**config.mk**
```make
export PLATFORM = sky130hd
export DESIGN_NAME = fpl_load_port
export DESIGN_NICKNAME = d
export VERILOG_FILES = /design/src/core/fpl_load_port.v
export VERILOG_INCLUDE_DIRS = /design/src /design/src/core
export SDC_FILE = /design/constraint.sdc
export NUM_CORES = 1
export LEC_CHECK = 0
export BUFFER_PORTS_ARGS = -buffer_cell sky130_fd_sc_hd__buf_2
export CAP_MARGIN = 20
export CORE_MARGIN = 2
export CORE_UTILIZATION = 40
export CTS_CLUSTER_SIZE = 24
export DETAILED_ROUTE_END_ITERATION = 10
export PLACE_DENSITY_LB_ADDON = 0.12
export SYNTH_ARGS = -nofsm -noshare
export SYNTH_HDL_FRONTEND = slang
export SYNTH_HIERARCHICAL = 1
export SYNTH_SLANG_ARGS = --single-unit
```
**constraint.sdc**
```tcl
create_clock -name clk_sys -period 6 [get_ports clk_sys]
set_input_delay 0.6 -clock clk_sys [delete_from_list [all_inputs] [get_ports clk_sys]]
set_output_delay 0.6 -clock clk_sys [all_outputs]
set_load 0.005 [all_outputs]
```
**src/core/fpl_map.vh**
```
// constants for the fast parallel load port
`ifndef FPL_MAP_VH
`define FPL_MAP_VH
`define FPL_CLK_NS 50
`define FPL_POR_NS 100000
`define FPL_POR_CYC ((`FPL_POR_NS + `FPL_CLK_NS - 1) / `FPL_CLK_NS)
`define FPL_MODE_X8 2'h0
`define FPL_MODE_X16 2'h1
`define FPL_MODE_X32 2'h2
`define FPL_INIT_EDGES 2'h2
`define FPL_ARM_CYC 2'h3
`define FPL_INIT_BIT 0
`define FPL_WORDS_RST 16'h0010
`define FPL_FIFO_W 32
`define FPL_FIFO_D 8
`endif

```
**src/core/fpl_load_port.v**
```verilog
// fast parallel configuration load port with word fifo
`include "fpl_map.vh"

module fpl_fifo #(
    parameter W = 32,
    parameter D = 8
) (
    input wire clk_sys,
    input wire rst_b,
    input wire [W-1:0] in_data,
    input wire in_valid,
    output wire in_ready,
    output wire [W-1:0] out_data,
    output wire out_valid,
    input wire out_ready
);
    reg [W-1:0] mem [0:D-1];
    reg [3:0] wr_q;
    reg [3:0] rd_q;
    wire [3:0] used = wr_q - rd_q;
    wire push = in_valid && in_ready;
    wire pop = out_valid && out_ready;
    assign in_ready = (used < D);
    assign out_valid = (used != 4'h0);
    assign out_data = mem[rd_q[2:0]];
    always @(posedge clk_sys) begin
        if (push) begin
            mem[wr_q[2:0]] <= in_data;
        end
    end
    always @(posedge clk_sys or negedge rst_b) begin
        if (!rst_b) begin
            wr_q <= 4'h0;
            rd_q <= 4'h0;
        end else begin
            if (push) begin
                wr_q <= wr_q + 4'h1;
            end
            if (pop) begin
                rd_q <= rd_q + 4'h1;
            end
        end
    end
endmodule // fpl_fifo

module fpl_load_port #(
    parameter POR_CYC = `FPL_POR_CYC
) (
    input wire clk_sys,
    input wire rst_b,
    input wire reconfig_request_n,
    input wire cfg_clock,
    input wire [31:0] cfg_data,
    input wire [1:0] width_mode,
    input wire [15:0] image_words,
    output reg device_status_n_o,
    output reg device_status_n_oe,
    output reg load_complete_o,
    output reg load_complete_oe,
    output reg init_done_o,
    output reg init_done_oe,
    output reg user_mode,
    output reg data_pins_user,
    output reg [31:0] word_data,
    output reg word_valid,
    input wire word_ready
);
    localparam S_POR = 3'h0;
    localparam S_RESET = 3'h1;
    localparam S_LOAD = 3'h2;
    localparam S_INIT = 3'h3;
    localparam S_USER = 3'h4;
    localparam S_ERR = 3'h5;
    reg [2:0] st_q;
    reg [31:0] por_q;
    reg [2:0] rcf_q;
    reg [2:0] clk_q;
    reg [31:0] d1_q;
    reg [31:0] d2_q;
    reg [15:0] cnt_q;
    reg [1:0] fall_q;
    reg [1:0] arm_q;
    reg init_en_q;
    wire rcf_low = !rcf_q[1];
    wire rise = clk_q[1] && !clk_q[2];
    wire fall = !clk_q[1] && clk_q[2];
    wire f_ready;
    wire [31:0] f_data;
    wire f_valid;
    reg [31:0] lane;
    always @* begin
        case (width_mode)
            `FPL_MODE_X8: lane = {24'h000000, d2_q[7:0]};
            `FPL_MODE_X16: lane = {16'h0000, d2_q[15:0]};
            default: lane = d2_q;
        endcase
    end
    wire take = (st_q == S_LOAD) && rise && (cnt_q != image_words);
    fpl_fifo #(.W(`FPL_FIFO_W), .D(`FPL_FIFO_D)) u_fifo (
        .clk_sys(clk_sys),
        .rst_b(rst_b),
        .in_data(lane),
        .in_valid(take),
        .in_ready(f_ready),
        .out_data(f_data),
        .out_valid(f_valid),
        .out_ready(word_ready || !word_valid)
    );
    always @(posedge clk_sys or negedge rst_b) begin
        if (!rst_b) begin
            rcf_q <= 3'h7;
            clk_q <= 3'h0;
            d1_q <= 32'h00000000;
            d2_q <= 32'h00000000;
        end else begin
            rcf_q <= {rcf_q[1:0], reconfig_request_n};
            clk_q <= {clk_q[1:0], cfg_clock};
            d1_q <= cfg_data;
            d2_q <= d1_q;
        end
    end
    always @(posedge clk_sys or negedge rst_b) begin
        if (!rst_b) begin
            st_q <= S_POR;
            por_q <= 32'h00000000;
            cnt_q <= 16'h0000;
            fall_q <= 2'h0;
            arm_q <= 2'h0;
            init_en_q <= 1'b0;
            word_data <= 32'h00000000;
            word_valid <= 1'b0;
        end else begin
            if (f_valid && (word_ready || !word_valid)) begin
                word_data <= f_data;
                word_valid <= 1'b1;
            end else if (word_ready) begin
                word_valid <= 1'b0;
            end
            case (st_q)
                S_POR: begin
                    por_q <= por_q + 32'h1;
                    if (por_q >= POR_CYC - 1) begin
                        st_q <= S_RESET;
                    end
                end
                S_RESET: begin
                    cnt_q <= 16'h0000;
                    fall_q <= 2'h0;
                    arm_q <= 2'h0;
                    if (!rcf_low) begin
                        st_q <= S_LOAD;
                    end
                end
                S_LOAD: begin
                    if (rcf_low) begin
                        st_q <= S_RESET;
                    end else if (take && !f_ready) begin
                        st_q <= S_ERR;
                    end else if (take) begin
                        if (cnt_q == 16'h0000) begin
                            init_en_q <= lane[`FPL_INIT_BIT];
                        end
                        cnt_q <= cnt_q + 16'h1;
                    end else if (cnt_q == image_words) begin
                        st_q <= S_INIT;
                    end
                end
                S_INIT: begin
                    if (rcf_low) begin
                        st_q <= S_RESET;
                    end else if (arm_q != `FPL_ARM_CYC) begin
                        // skip falls launched before load complete rose
                        arm_q <= arm_q + 2'h1;
                    end else if (fall) begin
                        fall_q <= fall_q + 2'h1;
                        if (fall_q == `FPL_INIT_EDGES - 2'h1) begin
                            st_q <= S_USER;
                        end
                    end
                end
                S_USER: begin
                    if (rcf_low) begin
                        st_q <= S_RESET;
                    end
                end
                S_ERR: begin
                    if (rcf_low) begin
                        st_q <= S_RESET;
                    end
                end
                default: st_q <= S_POR;
            endcase
        end
    end
    always @(posedge clk_sys or negedge rst_b) begin
        if (!rst_b) begin
            device_status_n_o <= 1'b0;
            device_status_n_oe <= 1'b1;
            load_complete_o <= 1'b0;
            load_complete_oe <= 1'b1;
            init_done_o <= 1'b0;
            init_done_oe <= 1'b0;
            user_mode <= 1'b0;
            data_pins_user <= 1'b0;
        end else begin
            device_status_n_o <= 1'b0;
            device_status_n_oe <= !(st_q == S_LOAD || st_q == S_INIT || st_q == S_USER);
            load_complete_o <= 1'b0;
            load_complete_oe <= !(st_q == S_INIT || st_q == S_USER);
            init_done_o <= 1'b0;
            init_done_oe <= init_en_q && (st_q == S_INIT);
            user_mode <= (st_q == S_USER);
            data_pins_user <= (st_q == S_INIT || st_q == S_USER);
        end
    end
endmodule // fpl_load_port

```
## Yosys cells after proc, flatten, opt, wreduce, memory -nomap -nowiden

Memory sizes are Yosys's and may differ from the RTL's. A register that Yosys moved wholly into a read port is not among the register bits.
Index checks and enable logic that the tools add are counted.

- Add/sub/neg operators: 7
- $mul: 0
- Div/mod/pow operators: 0
- $lt $le $gt $ge: 2
- Equality and inequality tests: 25
- Shift-type cells: 0
- Muxes and demuxes: 28
- Bitwise gates (word level): 1
- Reduce and logical (&&, ||, !) cells: 32

Operators by type and width:

| operator | number |
|---|---|
| 32-bit case mux with 2 select lines | 1 |
| 16-bit 2-to-1 mux | 3 |
| 3-bit 2-to-1 mux | 11 |
| 32-bit by 1-bit adder with 32-bit output (second input constant) | 1 |
| 32-bit by 11-bit >= comparator with 1-bit output (second input constant) | 1 |
| 16-bit case mux with 2 select lines | 1 |
| 2-bit inequality test (second input constant) | 11 |
| 16-bit by 1-bit adder with 16-bit output (second input constant) | 1 |
| 16-bit == test | 1 |
| 16-bit logical NOT | 1 |
| 16-bit inequality test | 1 |
| 3-bit case mux with 5 select lines | 1 |
| 2-bit 2-to-1 mux | 5 |
| 3-bit inequality test (second input constant) | 3 |
| 4-bit by 1-bit adder with 4-bit output (second input constant) | 2 |
| 1-bit logical AND | 8 |
| 4-bit inequality test (second input constant) | 2 |
| 2-bit case mux with 2 select lines | 2 |
| 4-bit AND reduction | 2 |
| 8-bit AND reduction | 1 |
| 1-bit logical NOT | 7 |
| 3-bit by 2-bit == test with 1-bit output (second input constant) | 2 |
| 3-bit == test (second input constant) | 2 |
| 2-bit nonzero test | 3 |
| other kinds (14) | 22 |

- Flip-flop bits (word level): 139
- Bits in latches: 0
- RAM bits: 256
- ROM bits: 0
- Input bits: 55
- Output and inout bits: 41
- Memories kept: 1

Memory list:

| memory | words | width | read ports | clocked after Yosys merged registers in | write ports | RTL line | source |
|---|---|---|---|---|---|---|---|
| u_fifo.mem | 8 | 32 | 1 | 1 | 1 | fpl_load_port.v:17 | `reg [W-1:0] mem [0:D-1];` |

## Logic depth before layout (Yosys ltp)

- Depth in word-level cells: 8
- Mapped depth: 12
- Depth with buffers taken out: 9

## Cells and area by module

Netlist, hierarchy kept.

By module, submodules not included:

| module | instances | cells each | area an instance (um2) |
|---|---|---|---|
| fpl_fifo | 1 | 496 | 10194.8 |
| fpl_load_port | 1 | 490 | 6348.6 |

## Worst setup path after synthesis

Ideal clock, no wire load.

- Path type: register -> register
- From: register u_fifo.rd_q[2]
- To: memory u_fifo.mem[3][0], enable pin
- Setup time: 0.461 ns
- Arrival time: 4.309 ns
- Data required time: 5.539 ns
- Path slack: 1.230 ns
- Stages on the path, launching flop included: 10
- Buffers on the path: 2
- Clock period less this slack: 4.770 ns
- Cells stage by stage: dfrtp_1 clkbuf_1 clkinv_1 clkbuf_1 ha_1 a21oi_1 o21ai_2 xnor2_4 nand2_2 nor3_1

- Cells in the longest elaborated chain, start to end: 5

RTL lines:

| item | RTL line | source |
|---|---|---|
| start: declaration | fpl_load_port.v:19 | `reg [3:0] rd_q;` |
| start signal: assignment | fpl_load_port.v:40 | `rd_q <= rd_q + 4'h1;` |
| 4-bit subtractor | fpl_load_port.v:20 | `wire [3:0] used = wr_q - rd_q;` |
| 4-bit < comparator | fpl_load_port.v:23 | `assign in_ready = (used < D);` |
| named net f_ready | fpl_load_port.v:87 | `wire f_ready;` |
| 1-bit logical AND | fpl_load_port.v:21 | `wire push = in_valid && in_ready;` |
| 1-bit 2-to-1 mux | fpl_load_port.v:27 | `if (push) begin` |
| 1-bit 2-to-1 mux (not written as such) | fpl_load_port.v:28 | `mem[wr_q[2:0]] <= in_data;` |
| end: declaration | fpl_load_port.v:17 |  |

The timed path passes the listed nets, and every way through them passes these cells.

## Worst setup path in the final report

- From: register u_fifo.rd_q[0]
- To: memory u_fifo.mem[1][28], enable pin

The elaborated chain is that of the path after synthesis.

==> flow_summary.json <==
{
  "rr_worst_depth": 6,
  "grt-ovfl-total": 0,
  "final.setup.tns_ns": 0,
  "cts-htree-levels": 2,
  "final_max_slew_viol_count": 0,
  "cts-root-buf": "clkbuf_16",
  "seq_area_frac_synth": 0.724,
  "peakVddDrop_uv": 300,
  "rsz0062_at_grt": "false",
  "antenna_found_initial": 0,
  "pwr_density_cell_nw_per_um2": 432,
  "synth_top_area_frac": 0.465,
  "synth.ff_latch_count": 427,
  "nNetsFinal": 1175,
  "yosys-top-cells-count": "256 x edfxtp_1, 167 x dfrtp_1, 134 x nand2_1",
  "arrival_ns": 3.96,
  "syn_to_final_growth_pct": 15.9,
  "rr_endpoint": "u_fifo/mem[1][28]",
  "cts_made_buffers": 45,
  "yosysWarnings": 6,
  "dp_hpwl_um": 18900,
  "routed_via_density": 5.05,
  "syn_area_um2": 16500,
  "critPathLaunch": "u_fifo/rd_q[0]",
  "end_kind": "register",
  "p_clk_frac": 0.332,
  "switching_share": 0.284,
  "cts_setup_buffers": 0,
  "die_h_um": 207,
  "synth-edff-count": 256,
  "leakage_nw": 7.26,
  "stdcell_count": 1677,
  "clkSinkCount": 427,
  "tightestPinTransition_ns": 1.08,
  "crit_end": "u_fifo/mem[1][28]",
  "ctsResizeCount": 0,
  "fillCellCount": 3511,
  "cts_buffer_depth": 3,
  "timing.fmax_ghz": 0.267,
  "dp.cells": 1593,
  "status": "finished, final reports clean",
  "synthDistinctLibCells": 63,
  "period_minus_slack_ns": 3.74,
  "drc": 0,
  "die_w_um": 207,
  "grt_usage": 0.155,
  "setup_viol": 0,
  "drive_gt1_frac": 0.271,
  "grt_pass1_vias": 8974,
  "ant_nets": 0,
  "core_area_um2": 40800,
  "die_area_um2": 43000,
  "path_cells": "ha_1 -> o21ai_2 -> xnor2_4 -> nand2_2 -> nor4b_4 -> buf_4",
  "io_buffers": 92,
  "power.share.sequential": 0.433,
  "row_count": 74,
  "initial_core_util": 0.405,
  "num_antenna_cells": 0,
  "async_reset_ff_frac": 0.400,
  "clkSlewWorstSetupHoldPaths_ns": 0.06,
  "cp_slowest_cell": "nor4b_4",
  "io_pins": 96,
  "firstDrtPassIters": 4,
  "cts_tree": "yes",
  "rr_startpoint": "u_fifo/rd_q[0]",
  "p_comb_frac": 0.235,
  "clock_skew_ns": 0.0198,
  "cap_violations": 0,
  "grt_max_degree": 69,
  "place_congestion": 0.738,
  "fin_crit_sh": 0.624,
  "relSlewSlack": 0.278,
  "critPathMaxStageDelay_ns": 0.96,
  "grt_first_pass_wirelength_um": 52100,
  "drtIter0Drc": 515,
  "clk_latency_ns": 0.56,
  "regToRegSetupSlack_ns": 2.26,
  "syn-mean-instance-area_um2": 16.8,
  "drt-total-wl_um": 32500,
  "p_int_w": 0.00593,
  "worst-path-max-fanout": 33,
  "cts_hold_buf": 0,
  "p_sw_w": 0.00235,
  "path_depth": 6,
  "cp_data_required_time_ns": 6.22,
  "finalHoldViolations": 0,
  "synth_cells": 986,
  "via_count": 8477,
  "setup.worst_path.class": "reg2reg",
  "critical-path-top-delay-family": "simple AND/OR/NAND/NOR gates",
  "yosys.area.top_type": "edfxtp_1",
  "worst-path-buf-inv": 1,
  "synth_flop_cell": "edfxtp_1",
  "synthTopCellsByArea": "edfxtp_1 46%, dfrtp_1 25%, mux4_2 8.7%",
  "hold_class": "in2async",
  "wl_per_cell_um": 19.4,
  "yosysMostFrequentCell": "edfxtp_1",
  "worstSetupStartpointType": "register"
}
==> placed cells by master, fill, tap and decap left out, drive strengths merged, types with 9 or more instances in the layout <==
cell | netlist | routed
edfxtp | 256 | 256
dfrtp | 167 | 167
nand2 | 137 | 137
buf | 24 | 110
clkbuf | 13 | 65
mux4 | 64 | 64
xnor2 | 52 | 52
mux2 | 36 | 36
nor2 | 27 | 27
nand3 | 23 | 23
and2 | 19 | 19
nand4 | 17 | 17
clkinv | 2 | 15
and3 | 13 | 13
nor3 | 13 | 13
inv | 12 | 12
o21ai | 12 | 12
a21oi | 11 | 11
ha | 10 | 10
nor4 | 10 | 10
nor2b | 9 | 9
xor2 | 9 | 9
==> through the flow <==
step / instance area (um^2) / utilization / hold WS [ns] / setup WS (ns) / power, W
2_1_floorplan: 16600 / - / 0.304 / 1.23 / 0.00503
3_3_place_gp: 17700 / 0.434 / 0.335 / 2.24 / 0.00563
3_5_place_dp: 17700 / 0.434 / 0.335 / 2.13 / 0.00565
4_1_cts: 19200 / 0.469 / 0.0244 / 2.13 / 0.00844
5_1_grt: 19200 / 0.470 / 0.0496 / 1.95 / 0.00874
6_report: 19200 / 0.470 / 0.0287 / 2.26 / 0.00828
==> cells by family after synthesis <==
kind of cell / count (synthesis) / synth area share
buffers and inverters: 51 / 0.0144
AO/OA/AOI/OAI: 39 / 0.0156
flip-flops: 427 / 0.724
adder cells (fa/ha/maj): 11 / 0.00877
XOR/XNOR: 61 / 0.0334
AND/OR/NAND/NOR: 293 / 0.0902
multiplexers: 103 / 0.114
other: 1 / 0.000227
==> power groups by stage <==
stage	clock, W	combinational, W	sequential, W
final	0.00275	0.00194	0.00359
after global routing	0.00296	0.00215	0.00363
after CTS	0.00284	0.00200	0.00360
after detailed placement	0	0.00200	0.00365
after global placement	0	0.00198	0.00365
after floorplan	0	0.00149	0.00354
==> metal layers <==
| metal | up-vias | share of wire | track usage |
|---|---|---|---|
| li1 | 3916 | - | - |
| met1 | 4392 | 0.46 | 0.212 |
| met2 | 124 | 0.49 | 0.256 |
| met3 | 45 | 0.035 | 0.0328 |
| met4 | 0 | 0.017 | 0.0392 |
| met5 | - | 0 | 0 |
==> how the worst min path moves through the flow <==
stage	startpoint	end	slack, ns	cells past startpoint
floorplan	rst_b	arm_q[0]	0.30	0
global placement	d1_q[1]	d2_q[1]	0.34	0
detailed placement	clk_q[0]	clk_q[1]	0.33	0
CTS	rst_b	d2_q[18]	0.02	1
global route	rst_b	word_data[18]	0.05	1
finish	rst_b	d2_q[18]	0.03	1
==> flip-flops by register name, indices dropped and copies added (netlist names), 2 cells and up <==
name	cells
st_q	3
rcf_q	2
cnt_q	16
u_fifo/wr_q	4
word_data	32
d1_q	32
clk_q	3
por_q	32
d2_q	32
fall_q	2
u_fifo/mem	256
arm_q	2
u_fifo/rd_q	4
==> layout make-up <==
class | count | area [um^2] | area share
multi-input cells | 510 | 4400 | 0.230
clock buffers | 64 | 1260 | 0.0656
inverters | 14 | 52.6 | 0.00274
well taps | 532 | 666 | 0.0347
clock inverters | 19 | 208 | 0.0108
repair buffers | 111 | 616 | 0.0321
flip-flops and latches | 427 | 12000 | 0.624
Power figures use the tool's default switching activity.
